==> src/shared/nps_pkg.sv <==
// Constants and types for the NAND power-up and sleep host sequencer
package nps_pkg;
	localparam int CLK_PERIOD_NS = 8;
	// Power-on initialization, typical figure, in microseconds
	localparam int INIT_TIME_US = 20;
	// Idle time with select high before the device sleeps, in microseconds
	localparam int SLEEP_IDLE_US = 10;
	// Wake setup time after select goes active, in microseconds
	localparam int WAKE_SETUP_TIME_US = 2;
	// Guard settle time after the write guard falls, in nanoseconds
	localparam int GUARD_SETTLE_TIME_NS = 100;
	// Least waits round up, longest waits round down, never below one cycle
	localparam int INIT_CYCLES = (INIT_TIME_US * 1000 + CLK_PERIOD_NS - 1) / CLK_PERIOD_NS;
	localparam int SLEEP_IDLE_CYCLES = (SLEEP_IDLE_US * 1000) / CLK_PERIOD_NS;
	localparam int WAKE_SETUP_CYCLES =
		(WAKE_SETUP_TIME_US * 1000 + CLK_PERIOD_NS - 1) / CLK_PERIOD_NS;
	localparam int GUARD_SETTLE_CYCLES =
		(GUARD_SETTLE_TIME_NS + CLK_PERIOD_NS - 1) / CLK_PERIOD_NS;
	localparam int CNT_W = 16;
	// Sequencer states
	typedef enum logic [2:0] {
		NPS_POWER_OFF,
		NPS_WAIT_INIT,
		NPS_WAIT_READY,
		NPS_IDLE,
		NPS_SLEEP,
		NPS_WAKE,
		NPS_ACTIVE,
		NPS_GUARD
	} nps_state_t;
endpackage

==> src/rtl/nps_timer.sv <==
// Down-counting delay timer with load and done flag
module nps_timer #(
	parameter int WIDTH = 16
) (
	input wire logic clk,
	input wire logic reset_n,
	input wire logic load,
	input wire logic [WIDTH-1:0] count,
	output logic done
);
	logic [WIDTH-1:0] remain;
	wire logic at_zero = (remain == '0);

	initial begin
		if (WIDTH < 2)
			$error("nps_timer WIDTH too small");
	end

	always_ff @(posedge clk or negedge reset_n) begin
		if (!reset_n)
			remain <= '0;
		else if (load)
			remain <= count;
		else if (!at_zero)
			remain <= remain - 1'b1;
	end

	always_ff @(posedge clk or negedge reset_n) begin
		if (!reset_n)
			done <= 1'b0;
		else
			done <= !load && (remain == {{(WIDTH-1){1'b0}}, 1'b1} || at_zero);
	end
endmodule

==> src/rtl/nps_host.sv <==
// Host-side power-up, boot-wait and sleep/wake sequencer for a NAND flash

// Device and host rules this block is built around
// RULE_01: Device loads page 0 into cache after init; host reads it without command.
// RULE_02: Host programs pages of a block only in ascending order.
// RULE_03: Device shows busy on ready/busy while its power-on init runs.
// RULE_04: Device loads register defaults during init before accepting operations.
// RULE_05: Init takes about 20 us; host waits for ready before first command.
// RULE_06: Host holds write guard low throughout power-on and power-off.
// RULE_07: Device sleeps after select stays inactive 10 us with no command.
// RULE_08: Device wakes as soon as select goes active; no command needed.
// RULE_09: Host waits at least 2 us after waking before next operation.
// RULE_10: Write guard low aborts program or erase; allow 100 ns settle.
// RULE_11: Ready/busy reads 0 when busy and 1 when ready.
// RULE_12: Device stays busy until the automatic page 0 load completes.
module nps_host #(
	parameter int INIT_WAIT = nps_pkg::INIT_CYCLES,
	parameter int SLEEP_WAIT = nps_pkg::SLEEP_IDLE_CYCLES,
	parameter int WAKE_WAIT = nps_pkg::WAKE_SETUP_CYCLES,
	parameter int GUARD_WAIT = nps_pkg::GUARD_SETTLE_CYCLES,
	parameter int PAGE_W = 6
) (
	input wire logic clk,
	input wire logic reset_n,
	input wire logic power_good,
	input wire logic power_down_req,
	input wire logic op_req,
	input wire logic op_done,
	input wire logic op_is_program,
	input wire logic [PAGE_W-1:0] op_page,
	input wire logic op_new_block,
	input wire logic nand_ready,
	output logic nand_select_n,
	output logic nand_guard_n,
	output logic op_grant,
	output logic op_refused,
	output logic boot_ready,
	output logic asleep,
	output nps_pkg::nps_state_t state
);
	import nps_pkg::*;

	nps_state_t next_state;
	logic [PAGE_W:0] next_page;
	logic page_seen;
	logic tmr_load;
	logic [CNT_W-1:0] tmr_count;
	logic tmr_done;
	logic op_answered;

	initial begin
		if (INIT_WAIT < 1 || INIT_WAIT >= 2 ** CNT_W || SLEEP_WAIT < 1 ||
			SLEEP_WAIT >= 2 ** CNT_W || WAKE_WAIT < 1 || WAKE_WAIT >= 2 ** CNT_W ||
			GUARD_WAIT < 1 || GUARD_WAIT >= 2 ** CNT_W || PAGE_W < 1 || PAGE_W > 15)
			$error("nps_host parameter out of range");
	end

	function automatic logic [CNT_W-1:0] cyc(input int n);
		return CNT_W'(n);
	endfunction

	// Ready is level 1, busy is level 0 on the ready/busy pin
	wire logic dev_ready = (nand_ready == 1'b1);
	// A fresh block restarts the page order; the first program is free
	wire logic in_order = op_new_block ? 1'b1 :
		({1'b0, op_page} == next_page) || !page_seen;
	wire logic prog_bad = op_is_program && !in_order;
	wire logic take_op = op_req && dev_ready && !prog_bad;
	wire logic idle_like = (state == NPS_IDLE) || (state == NPS_SLEEP);

	always_comb begin
		next_state = state;
		tmr_load = 1'b0;
		tmr_count = '0;
		unique case (state)
			NPS_POWER_OFF: begin
				if (power_good) begin
					next_state = NPS_WAIT_INIT;
					tmr_load = 1'b1;
					tmr_count = cyc(INIT_WAIT);
				end
			end
			NPS_WAIT_INIT: begin
				// RULE_05 wait init time
				if (tmr_done)
					next_state = NPS_WAIT_READY;
			end
			NPS_WAIT_READY: begin
				// RULE_12 wait page0 load
				if (dev_ready)
					next_state = NPS_IDLE;
			end
			NPS_IDLE: begin
				if (power_down_req) begin
					next_state = NPS_GUARD;
					tmr_load = 1'b1;
					tmr_count = cyc(GUARD_WAIT);
				end else if (op_req) begin
					next_state = NPS_ACTIVE;
				end else if (tmr_done) begin
					next_state = NPS_SLEEP;
				end
			end
			NPS_SLEEP: begin
				if (power_down_req) begin
					next_state = NPS_GUARD;
					tmr_load = 1'b1;
					tmr_count = cyc(GUARD_WAIT);
				end else if (op_req) begin
					// RULE_08 select wakes
					next_state = NPS_WAKE;
					tmr_load = 1'b1;
					tmr_count = cyc(WAKE_WAIT);
				end
			end
			NPS_WAKE: begin
				// RULE_09 wake setup wait
				if (tmr_done)
					next_state = NPS_ACTIVE;
			end
			NPS_ACTIVE: begin
				// Sleep count restarts on each return to idle
				if (op_done || op_refused) begin
					next_state = NPS_IDLE;
					tmr_load = 1'b1;
					tmr_count = cyc(SLEEP_WAIT);
				end
			end
			NPS_GUARD: begin
				// RULE_10 guard settle
				if (tmr_done && !power_good)
					next_state = NPS_POWER_OFF;
			end
		endcase
		if (idle_like && state != next_state && next_state == NPS_IDLE)
			tmr_load = 1'b1;
		if (state == NPS_WAIT_READY && next_state == NPS_IDLE) begin
			tmr_load = 1'b1;
			tmr_count = cyc(SLEEP_WAIT);
		end
	end

	// One shared timer serves init, sleep, wake and guard waits
	nps_timer #(
		.WIDTH(CNT_W)
	) u_timer (
		.clk(clk),
		.reset_n(reset_n),
		.load(tmr_load),
		.count(tmr_count),
		.done(tmr_done)
	);

	always_ff @(posedge clk or negedge reset_n) begin
		if (!reset_n)
			state <= NPS_POWER_OFF;
		else
			state <= next_state;
	end

	// RULE_06 guard low at power edges
	always_ff @(posedge clk or negedge reset_n) begin
		if (!reset_n)
			nand_guard_n <= 1'b0;
		else
			nand_guard_n <= (next_state == NPS_IDLE) || (next_state == NPS_SLEEP) ||
				(next_state == NPS_WAKE) || (next_state == NPS_ACTIVE);
	end

	// RULE_07 select high lets sleep
	always_ff @(posedge clk or negedge reset_n) begin
		if (!reset_n)
			nand_select_n <= 1'b1;
		else
			nand_select_n <= !((next_state == NPS_WAKE) || (next_state == NPS_ACTIVE));
	end

	// RULE_02 ascending page order
	always_ff @(posedge clk or negedge reset_n) begin
		if (!reset_n) begin
			next_page <= '0;
			page_seen <= 1'b0;
		end else if (state == NPS_ACTIVE && op_grant && op_is_program) begin
			next_page <= {1'b0, op_page} + 1'b1;
			page_seen <= 1'b1;
		end
	end

	// RULE_11 grant only when ready
	always_ff @(posedge clk or negedge reset_n) begin
		if (!reset_n) begin
			op_grant <= 1'b0;
			op_refused <= 1'b0;
		end else begin
			op_grant <= (state == NPS_ACTIVE) && take_op && !op_grant && !op_refused &&
				!op_answered;
			op_refused <= (state == NPS_ACTIVE) && op_req && prog_bad &&
				!op_grant && !op_refused && !op_answered;
		end
	end

	// One answer per active period, as op_req stays high until op_done
	always_ff @(posedge clk or negedge reset_n) begin
		if (!reset_n)
			op_answered <= 1'b0;
		else
			op_answered <= (next_state == NPS_ACTIVE) &&
				(op_answered || op_grant || op_refused);
	end

	// RULE_01 boot page readable
	always_ff @(posedge clk or negedge reset_n) begin
		if (!reset_n) begin
			boot_ready <= 1'b0;
			asleep <= 1'b0;
		end else begin
			boot_ready <= (next_state != NPS_POWER_OFF) && (next_state != NPS_WAIT_INIT) &&
				(next_state != NPS_WAIT_READY) && (next_state != NPS_GUARD);
			asleep <= (next_state == NPS_SLEEP);
		end
	end
endmodule

==> config.mk <==
export PLATFORM = sky130hd
export DESIGN_NAME = nps_host
export DESIGN_NICKNAME = d
export VERILOG_FILES = /design/src/shared/nps_pkg.sv /design/src/rtl/nps_timer.sv /design/src/rtl/nps_host.sv
export SDC_FILE = /design/constraint.sdc
export NUM_CORES = 1
export LEC_CHECK = 0
export BUFFER_PORTS_ARGS = -buffer_cell sky130_fd_sc_hd__buf_2
export CAP_MARGIN = 20
export CORE_UTILIZATION = 60
export DETAILED_ROUTE_END_ITERATION = 16
export PLACE_DENSITY = 0.8
export SYNTH_ARGS = -nofsm -noshare
export SYNTH_HDL_FRONTEND = slang
export SYNTH_SLANG_ARGS = --single-unit
==> constraint.sdc <==
create_clock -name clk -period 3.09 [get_ports clk]
set_input_delay 0.1545 -clock clk [delete_from_list [all_inputs] [get_ports clk]]
set_output_delay 0.1545 -clock clk [all_outputs]
set_load 0.03 [all_outputs]
==> results.py, run 1 <==
metrics = {
    "setup_path": {
        "slowest_stage": "a2111oi_0",
        "path_delay_family": "compound AO/OA/AOI/OAI gates",
        "critPathCaptureType": "flip-flop",
        "crit_buf_inv": 0,
        "cp.required_ns": 3.34,
        "crit_chain": "nor2_1 -> a2111oi_0 -> a221oi_2 -> nor2_1 -> xor2_1",
        "max_stage_delay_ns": 0.73,
        "worstPathMaxFanout": 17,
        "cp_data_arrival_time_ns": 2.34,
        "worstSetupPathType": "flip-flop to flip-flop",
        "startpoint_type": "flip-flop",
        "crit_top_cell": "nor2_1",
    },
    "timing": {
        "hold_viol": 0,
        "min_period_over_period_pct": 67.5,
        "slew_viol_final": 0,
        "max_freq_mhz": 479,
        "worst_pin_slew_ns": 0.819,
        "max_slew_margin_pct": 44.0,
        "rsz0062_at_grt": "no",
        "finalClockSkew_ns": 0.0140,
        "fin_tns_setup_ns": 0,
        "setup_viol_count_final": 0,
        "fin_crit_ns": 2.09,
    },
    "layout": {
        "final_util_pct": 72.5,
        "drive_gt1_share_pct": 19.9,
        "fillers": 238,
        "n_antenna_cell": 0,
        "layout.nets": 253,
        "area_growth_pct": 11.5,
        "multi_input_area_mm2": 0.00109,
        "regArea_um2": 877,
    },
    "power": {
        "irDropWorstVdd_mv": 0.771,
        "powerDensity_mw_per_mm2": 863,
        "p_leak_nw": 1.02,
    },
    "clock_network": {
        "clk_pin_slew_ns": 0.10,
        "clock_latency_ns": 0.34,
        "cts_made_buffers": 5,
        "cts_root_buf": "clkbuf_4",
        "clkSinkCount": 35,
        "cts_setup_buffers": 0,
        "tritoncts": "done",
        "clk_path_buf_depth": 2,
        "htree_levels": 2,
    },
    "logic_synthesis": {
        "synth.most_common_cell": "dfrtp_1",
        "synth_area_mm2": 0.00203,
        "avgSynthCellArea_um2": 9.73,
        "synth_seq_cells": 35,
        "synth_warnings": 0,
        "yosys-top-cells-count": "34 x dfrtp_1, 22 x nor2_1, 19 x nand2_1",
        "synth_cell_type_count": 58,
        "synth_nets": 227,
        "yosys.area.top_type": "dfrtp_1",
        "syn_inst": 209,
        "async_reset_ff_share_pct": 100,
        "synth_edf_count": 0,
        "yosys-top-cells-area": "dfrtp_1 42%, xnor2_1 4.7%, xor2_1 4.7%, nor2_1 4.1%, nand2_1 3.5%",
        "yosysSeqAreaShare_pct": 43.1,
        "synth_top_area_share_pct": 41.8,
        "ys.flop_type": "dfrtp_1",
    },
    "die": {
        "ios": 24,
        "initial_core_util_pct": 65.0,
        "core_area_mm2": 0.00313,
        "die_area_mm2": 0.00363,
        "num_rows": 20,
        "die_h_um": 60.2,
        "die_x_um": 60.2,
    },
    "routing": {
        "firstDrtPassIters": 4,
        "via_count": 1636,
        "vias_per_cell": 5.84,
        "drc": 0,
        "antenna_left": 0,
        "drt_iter0_drc": 39,
        "wl_per_cell_um": 14.7,
        "wirelength_um": 4130,
    },
    "global_routing": {
        "grt_pass1_wl_um": 7080,
        "grt_max_degree": 36,
        "grt_pass1_vias": 1569,
        "grt_use_total_pct": 26.8,
        "antenna_found_initial": 0,
        "grt-ovfl-total": 0,
    },
    "min_path": {
        "min_path_type": "input port to flip-flop",
    },
    "run_status": {
        "status": "complete, no violations",
    },
    "run": {
        "cap_violations": 0,
    },
    "place": {
        "port_buffers": 23,
        "gp_congestion": 0.868,
        "hpwl_um": 2910,
    },
}
-- cell families after synthesis --
logic type / synth area share [%]
AND/OR/NAND/NOR: 26.8
flip-flops: 43.1
XOR/XNOR: 9.47
buffers and inverters: 3.26
AO/OA/AOI/OAI: 14.3
adder cells (fa/ha/maj): 1.85
multiplexers: 1.23
-- final cells by class --
| type | instances | area share, % |
|---|---|---|
| Sequential cell | 35 | 38.7 |
| Tap cell | 44 | 2.43 |
| Multi-Input combinational cell | 161 | 48.1 |
| Inverter | 7 | 1.16 |
| Clock buffer | 6 | 2.26 |
| Clock inverter | 2 | 1.54 |
| Timing Repair Buffer | 25 | 5.85 |
-- worst reg2reg max path, delay by kind of cell, from the launching register on --
kind | cells | cell delay, ns
AOI/OAI and AO/OA | 2 | 0.87
DFF | 1 | 0.64
xor gates and xnor gates | 1 | 0.17
and+or+nand+nor | 2 | 0.33
-- metrics by stage --
| step | power [W] | setup slack, ns | hold WS (ns) | instances | area (µm²) |
|---|---|---|---|---|---|
| CTS | 0.00197 | 1.04 | 0.0667 | 280 | 2270 |
| floorplan | 0.00144 | 1.23 | -0.141 | 209 | 2030 |
| detailed placement | 0.00162 | 1.06 | 0.271 | 271 | 2170 |
| global route | 0.00209 | 0.774 | 0.0724 | 280 | 2270 |
| global placement | 0.00159 | 1.16 | 0.261 | 271 | 2170 |
| finish | 0.00196 | 1.00 | 0.0751 | 280 | 2270 |
-- layout by cell type, fill, tap and decap left out, types with 5 or more instances in the layout --
cell and n:
nand3_1 5, xor2_1 11, nor2_1 22, inv_1 7, clkbuf_4 5, xnor2_1 11
a21oi_1 6, nand2_1 19, nor3_1 9, dfrtp_1 34, buf_2 23, o21ai_0 13
-- sequential cells by signal, indices dropped and copies added, names as in the netlist --
| name | flops |
|---|---|
| op_answered | 1 |
| u_timer.remain | 16 |
| boot_ready | 1 |
| u_timer.done | 1 |
| op_refused | 1 |
| next_page | 7 |
| nand_guard_n | 1 |
| state | 3 |
| asleep | 1 |
| page_seen | 1 |
| op_grant | 1 |
| nand_select_n | 1 |
-- report_power, final --
group | switching [W] | internal (W)
clock network | 0.000151 | 0.000191
registers | 0.000182 | 0.000593
logic | 0.000478 | 0.000362
total | 0.000811 | 0.00115
-- worst paths after layout --
path | from | depth (start not counted) | endpoint | slack, ns
max reg2reg | state[2] | 5 | nand_guard_n | 1.00
min reg2reg | page_seen | 1 | page_seen | 0.49
max | state[2] | 5 | nand_guard_n | 1.00
max in group asynchronous | reset_n | 2 | state[0] | 2.18
min | op_page[0] | 2 | next_page[0] | 0.08
min in group asynchronous | reset_n | 2 | u_timer.remain[14] | 0.41
-- layer usage --
layer	routed length, µm	global-route usage (%)
met5	0	0
met4	47	13.0
met3	103	4.76
met2	2110	43.8
met1	1870	33.9
-- timing repair --
action	4_1_cts	5_1_grt
hold endpoints to repair	34	0
hold buffers	1	0
resized for setup	0	0
(Power assumes the default switching activity.)
==> run 2, diff against run 1 <==
--- a/config.mk
+++ b/config.mk
@@ -7,9 +7,9 @@
 export LEC_CHECK = 0
 export BUFFER_PORTS_ARGS = -buffer_cell sky130_fd_sc_hd__buf_2
 export CAP_MARGIN = 20
-export CORE_UTILIZATION = 60
+export CORE_UTILIZATION = 58
 export DETAILED_ROUTE_END_ITERATION = 16
-export PLACE_DENSITY = 0.8
+export PLACE_DENSITY = 0.77
 export SYNTH_ARGS = -nofsm -noshare
 export SYNTH_HDL_FRONTEND = slang
 export SYNTH_SLANG_ARGS = --single-unit
==> constraint.sdc (replaced) <==
create_clock -name clk -period 2.1 [get_ports clk]
set_input_delay 0.105 -clock clk [delete_from_list [all_inputs] [get_ports clk]]
set_output_delay 0.105 -clock clk [all_outputs]
set_load 0.03 [all_outputs]
==> run 2 against run 1 <==
Critical path depth grew 1. Worst hold slack lost 0.048 ns. Global-route usage shrank 2.5 points. First-iteration DRC count grew 120%. Cell area grew 3.4%. Critical endpoint is now u_timer.remain[7]. Fmax grew 8.6%. Register-to-register slack lost 0.83 ns. Largest cell class unchanged. Non-clock buffer count grew 9. Worst setup slack lost 0.83 ns.
==> results.py, run 2 (synthesis gave the netlist of run 1 again) <==
metrics = {
    "place": {
        "place_inst": 281,
        "hpwl_um": 3040,
        "place_ws_ns": 0.105,
        "port_buffers": 23,
        "gp_congestion": 0.945,
    },
    "clock_network": {
        "tritoncts": "done",
        "clkSinkCount": 35,
        "clk_path_buf_depth": 2,
        "cts_root_buf": "clkbuf_4",
        "clk_pin_slew_ns": 0.10,
        "cts_setup_buffers": 0,
        "cts_made_buffers": 5,
        "htree_levels": 2,
        "clock_latency_ns": 0.34,
    },
    "global_routing": {
        "grt_use_total_pct": 24.2,
        "grt-ovfl-total": 0,
        "grt_pass1_wl_um": 6670,
        "grt_pass1_vias": 1555,
        "grt_max_degree": 36,
        "antenna_found_initial": 0,
    },
    "die": {
        "die_area_mm2": 0.00375,
        "num_rows": 21,
        "ios": 24,
        "die_h_um": 61.2,
        "die_x_um": 61.2,
        "initial_core_util_pct": 61.0,
        "core_area_mm2": 0.00334,
    },
    "power": {
        "powerDensity_mw_per_mm2": 1260,
        "p_clk_share_pct": 17.1,
        "irDropWorstVdd_mv": 0.913,
        "p_sw_w": 0.00121,
        "swShare_pct": 40.8,
        "power_frac_comb_pct": 46.7,
        "power_w": 0.00296,
        "p_leak_nw": 1.06,
        "seq_power_share_pct": 36.1,
        "intPower_w": 0.00175,
    },
    "setup_path": {
        "rr_startpoint": "state[0]",
        "startpoint_type": "flip-flop",
        "timing.rr.end": "u_timer.remain[7]",
        "worstPathMaxFanout": 19,
        "cp_data_arrival_time_ns": 2.18,
        "ff2ff_path_depth": 6,
        "worstSetupPathType": "flip-flop to flip-flop",
        "ff2ff_setup_slack_ns": 0.18,
        "critPathLaunch": "state[0]",
        "cp.required_ns": 2.36,
        "critPathCaptureType": "flip-flop",
    },
    "routing": {
        "firstDrtPassIters": 4,
        "vias_per_cell": 5.81,
        "drt_iter0_drc": 85,
        "wirelength_um": 4140,
        "via_count": 1690,
        "antenna_left": 0,
        "wl_per_cell_um": 14.2,
        "drc": 0,
    },
    "timing": {
        "rsz0062_at_grt": "no",
        "min_period_over_period_pct": 91.5,
        "slew_viol_final": 0,
        "fin_tns_setup_ns": 0,
        "finalClockSkew_ns": 0.0137,
        "fin_crit_ns": 1.92,
        "final.setup.worst_slack_ns": 0.179,
        "max_slew_margin_pct": 49.9,
        "setup_viol_count_final": 0,
        "worst_pin_slew_ns": 0.752,
        "hold_viol": 0,
        "max_freq_mhz": 521,
        "whs_ns": 0.0266,
    },
    "layout": {
        "fin_cells": 291,
        "final_cell_mix": "34 x dfrtp_1, 23 x buf_2, 22 x nor2_1",
        "top_register": "u_timer.remain",
        "final_common_cell": "dfrtp_1",
        "fillers": 280,
        "n_antenna_cell": 0,
        "regArea_um2": 877,
        "largestRegisters": "u_timer.remain x16, next_page x7, state x3",
        "largest_reg_flops": 16,
        "layout.nets": 262,
        "area_growth_pct": 15.3,
        "multi_input_area_mm2": 0.00110,
        "drive_gt1_share_pct": 22.9,
    },
    "min_path": {
        "worstHoldEndpoint": "op_grant",
        "min_path_type": "input port to flip-flop",
        "holdPathStages": 3,
        "worstHoldStart": "op_new_block",
    },
    "run_status": {
        "status": "complete, no violations",
    },
    "run": {
        "cap_violations": 0,
    },
}
==> run 2: worst max-delay path by stage <==
stage / endpoint / slack [ns] / depth (start not counted)
after floorplan: boot_ready / 0.24 / 6
after global placement: u_timer.remain[13] / 0.19 / 7
after detailed placement: u_timer.remain[13] / 0.10 / 7
after CTS: u_timer.remain[13] / 0.10 / 7
after global routing: u_timer.remain[8] / 0.03 / 7
final: u_timer.remain[7] / 0.18 / 6
==> run 2: critical path, cell delays in order (launching register included) <==
cell and delay [ns]:
dfrtp_1 0.49, or3b_1 0.46, o32a_1 0.24, o311ai_2 0.09, buf_4 0.28, nor2_1 0.13, a31oi_1 0.16
==> run 2: power groups by stage <==
stage	logic [W]	registers [W]	clock network, W
final	0.00139	0.00107	0.000508
after global routing	0.00152	0.00110	0.000542
after CTS	0.00138	0.00107	0.000523
after detailed placement	0.00137	0.00108	0
after global placement	0.00133	0.00107	0
after floorplan	0.000978	0.00114	0
==> run 2: repair_timing <==
item | 4_1_cts | 5_1_grt
resized for setup | 0 | 1
hold buffers | 2 | 0
hold endpoints to repair | 35 | 0
setup endpoints to repair | 0 | 3
==> run 2: layer usage <==
metal	share of wire, %	global-route usage (%)	up-vias
li1	-	-	820
met1	43	29.1	816
met2	52	41.6	43
met3	3.7	6.30	11
met4	1.9	9.42	0
met5	0	0	-
==> run 2: area by class of cell <==
cell class / instances / area share (%)
Inverter: 7 / 1.12
Sequential cell: 35 / 37.4
Multi-Input combinational cell: 161 / 46.7
Tap cell: 46 / 2.45
Clock buffer: 6 / 2.19
Timing Repair Buffer: 34 / 8.64
Clock inverter: 2 / 1.49
==> run 2: per-stage QoR <==
step,util [%],area (µm²)
final,70.3,2350
after global routing,70.3,2350
after CTS,70.2,2340
after detailed placement,67.0,2230
after global placement,67.0,2230
after floorplan,-,2030
==> run 3, diff against run 2 <==
--- a/config.mk
+++ b/config.mk
@@ -7,9 +7,9 @@
 export LEC_CHECK = 0
 export BUFFER_PORTS_ARGS = -buffer_cell sky130_fd_sc_hd__buf_2
 export CAP_MARGIN = 20
-export CORE_UTILIZATION = 58
+export CORE_UTILIZATION = 35
 export DETAILED_ROUTE_END_ITERATION = 16
-export PLACE_DENSITY = 0.77
+export PLACE_DENSITY = 0.5
 export SYNTH_ARGS = -nofsm -noshare
 export SYNTH_HDL_FRONTEND = slang
 export SYNTH_SLANG_ARGS = --single-unit
==> constraint.sdc (replaced) <==
create_clock -name clk -period 2.34 [get_ports clk]
set_input_delay 0.117 -clock clk [delete_from_list [all_inputs] [get_ports clk]]
set_output_delay 0.117 -clock clk [all_outputs]
set_load 0.03 [all_outputs]
==> run 3 against run 2 <==
Routed wire length is 2.1% higher. Core utilization is 28 points lower. Largest cell class unchanged. Cell area is 0.48% lower. Highest routed layer unchanged. Non-clock buffer count is 4 lower.
==> results.py, run 3 (synthesis gave the netlist of run 1 again) <==
metrics = {
    "run_status": {
        "status": "complete, no violations",
    },
    "die": {
        "core_area_mm2": 0.00554,
        "die_x_um": 78.2,
        "die_area_mm2": 0.00612,
        "num_rows": 27,
        "die_h_um": 78.2,
        "initial_core_util_pct": 36.7,
        "ios": 24,
    },
    "global_routing": {
        "grt_pass1_vias": 1518,
        "grt_use_total_pct": 15.6,
        "grt_pass1_wl_um": 7410,
        "grt_max_degree": 36,
        "grt-ovfl-total": 0,
        "antenna_found_initial": 0,
    },
    "layout": {
        "layout.nets": 258,
        "drive_gt1_share_pct": 20.3,
        "final_cell_mix": "34 x dfrtp_1, 23 x buf_2, 22 x nor2_1",
        "largestRegisters": "u_timer.remain x16, next_page x7, state x3",
        "top_register": "u_timer.remain",
        "area_growth_pct": 14.8,
        "n_antenna_cell": 0,
        "final_common_cell": "dfrtp_1",
        "fillers": 584,
        "largest_reg_flops": 16,
        "stdcell_area_mm2": 0.00233,
        "fin_cells": 313,
        "regArea_um2": 877,
        "multi_input_area_mm2": 0.00109,
    },
    "timing": {
        "hold_viol": 0,
        "rsz0062_at_grt": "no",
        "min_period_over_period_pct": 86.5,
        "setup_viol_count_final": 0,
        "fin_tns_setup_ns": 0,
        "finalClockSkew_ns": 0.00732,
        "worst_pin_slew_ns": 0.857,
        "max_freq_mhz": 494,
        "max_slew_margin_pct": 42.8,
        "fin_crit_ns": 2.02,
        "whs_ns": 0.0867,
        "slew_viol_final": 0,
    },
    "clock_network": {
        "tritoncts": "done",
        "cts_resized": 0,
        "clk_path_buf_depth": 2,
        "cts_made_buffers": 5,
        "cts_root_buf": "clkbuf_8",
        "clkSinkCount": 35,
        "clk_pin_slew_ns": 0.07,
        "htree_levels": 2,
        "clock_latency_ns": 0.28,
    },
    "setup_path": {
        "crit_buf_inv": 1,
        "worstPathMaxFanout": 5,
        "crit_chain": "inv_1 -> ha_1 -> or3b_4 -> nor3_1 -> nor3_1 -> xnor2_1 -> nor2_1",
        "startpoint_type": "flip-flop",
        "crit_top_cell": "nor3_1",
        "slowest_stage": "dfrtp_1",
        "cp_data_arrival_time_ns": 2.16,
        "cp.required_ns": 2.47,
        "critPathCaptureType": "flip-flop",
        "worstSetupPathType": "flip-flop to flip-flop",
        "max_stage_delay_ns": 0.46,
        "path_delay_family": "simple AND/OR/NAND/NOR gates",
    },
    "run": {
        "cap_violations": 0,
    },
    "place": {
        "post_dp_cell_area_mm2": 0.00224,
        "hpwl_um": 3070,
        "place_inst": 304,
        "port_buffers": 23,
        "gp_congestion": 0.794,
    },
    "routing": {
        "drt_iter0_drc": 36,
        "wl_per_cell_um": 13.5,
        "antenna_left": 0,
        "via_count": 1573,
        "firstDrtPassIters": 4,
        "wirelength_um": 4230,
        "drc": 0,
        "vias_per_cell": 5.03,
    },
    "power": {
        "seq_power_share_pct": 38.4,
        "irDropWorstVdd_mv": 0.580,
        "power_w": 0.00258,
        "p_clk_share_pct": 16.3,
        "swShare_pct": 41.4,
        "power_frac_comb_pct": 45.3,
        "powerDensity_mw_per_mm2": 1110,
        "intPower_w": 0.00151,
        "p_leak_nw": 1.04,
        "p_sw_w": 0.00107,
    },
    "min_path": {
        "min_path_type": "input port to flip-flop",
    },
}
-- run 3: cell types whose count changed in the layout (fill, tap and decap cells not counted) --
cell / previous run / this run
nor3_2: 2 / 1
clkbuf_1: 0 / 3
dlygate4sd3_1: 2 / 1
clkbuf_4: 5 / 0
clkinv_2: 1 / 0
bufinv_16: 1 / 0
nor3_1: 8 / 9
clkbuf_8: 1 / 5
buf_4: 9 / 6
-- run 3: timing repair --
action / CTS / global route
setup buffers: 0 / 0
setup endpoints to repair: 0 / 0
hold buffers: 1 / 0
hold endpoints to repair: 34 / 0
-- run 3: power by group through the flow --
stage / Clock [W] / Sequential, W / Combinational, W
CTS: 0.000443 / 0.000992 / 0.00119
global placement: 0 / 0.00100 / 0.00119
global route: 0.000465 / 0.00102 / 0.00131
finish: 0.000420 / 0.000992 / 0.00117
detailed placement: 0 / 0.00100 / 0.00118
floorplan: 0 / 0.00103 / 0.000878
-- run 3: final cells by class --
| class | instances | area share, % |
|---|---|---|
| timing repair buffer | 30 | 7.29 |
| multi-input combinational | 161 | 46.7 |
| clock buffer | 8 | 3.43 |
| sequential | 35 | 37.6 |
| tap | 72 | 3.86 |
| inverter | 7 | 1.13 |
-- run 3: final timing paths --
check,to,from,slack (ns),depth (start not counted)
max,u_timer.remain[13],u_timer.remain[0],0.32,7
max in group asynchronous,boot_ready,reset_n,1.38,2
min reg2reg,page_seen,page_seen,0.48,1
min,next_page[0],op_page[0],0.09,2
max reg2reg,u_timer.remain[13],u_timer.remain[0],0.32,7
min in group asynchronous,u_timer.remain[2],reset_n,0.45,2
-- run 3: layer usage --
metal  up-vias  track usage [%]  part of all wire, %
met5         -                0                    0
met4         0             5.56                  1.2
met3         5             3.49                  2.5
met2        20             24.2                   45
met1       739             21.2                   52
li1        809                -                    -
-- run 3: per-stage QoR --
stage,utilization [%],worst slack (ns)
4_1_cts,42.1,0.300
3_3_place_gp,40.5,0.371
2_1_floorplan,-,0.477
3_5_place_dp,40.5,0.325
5_1_grt,42.1,0.111
6_report,42.1,0.317
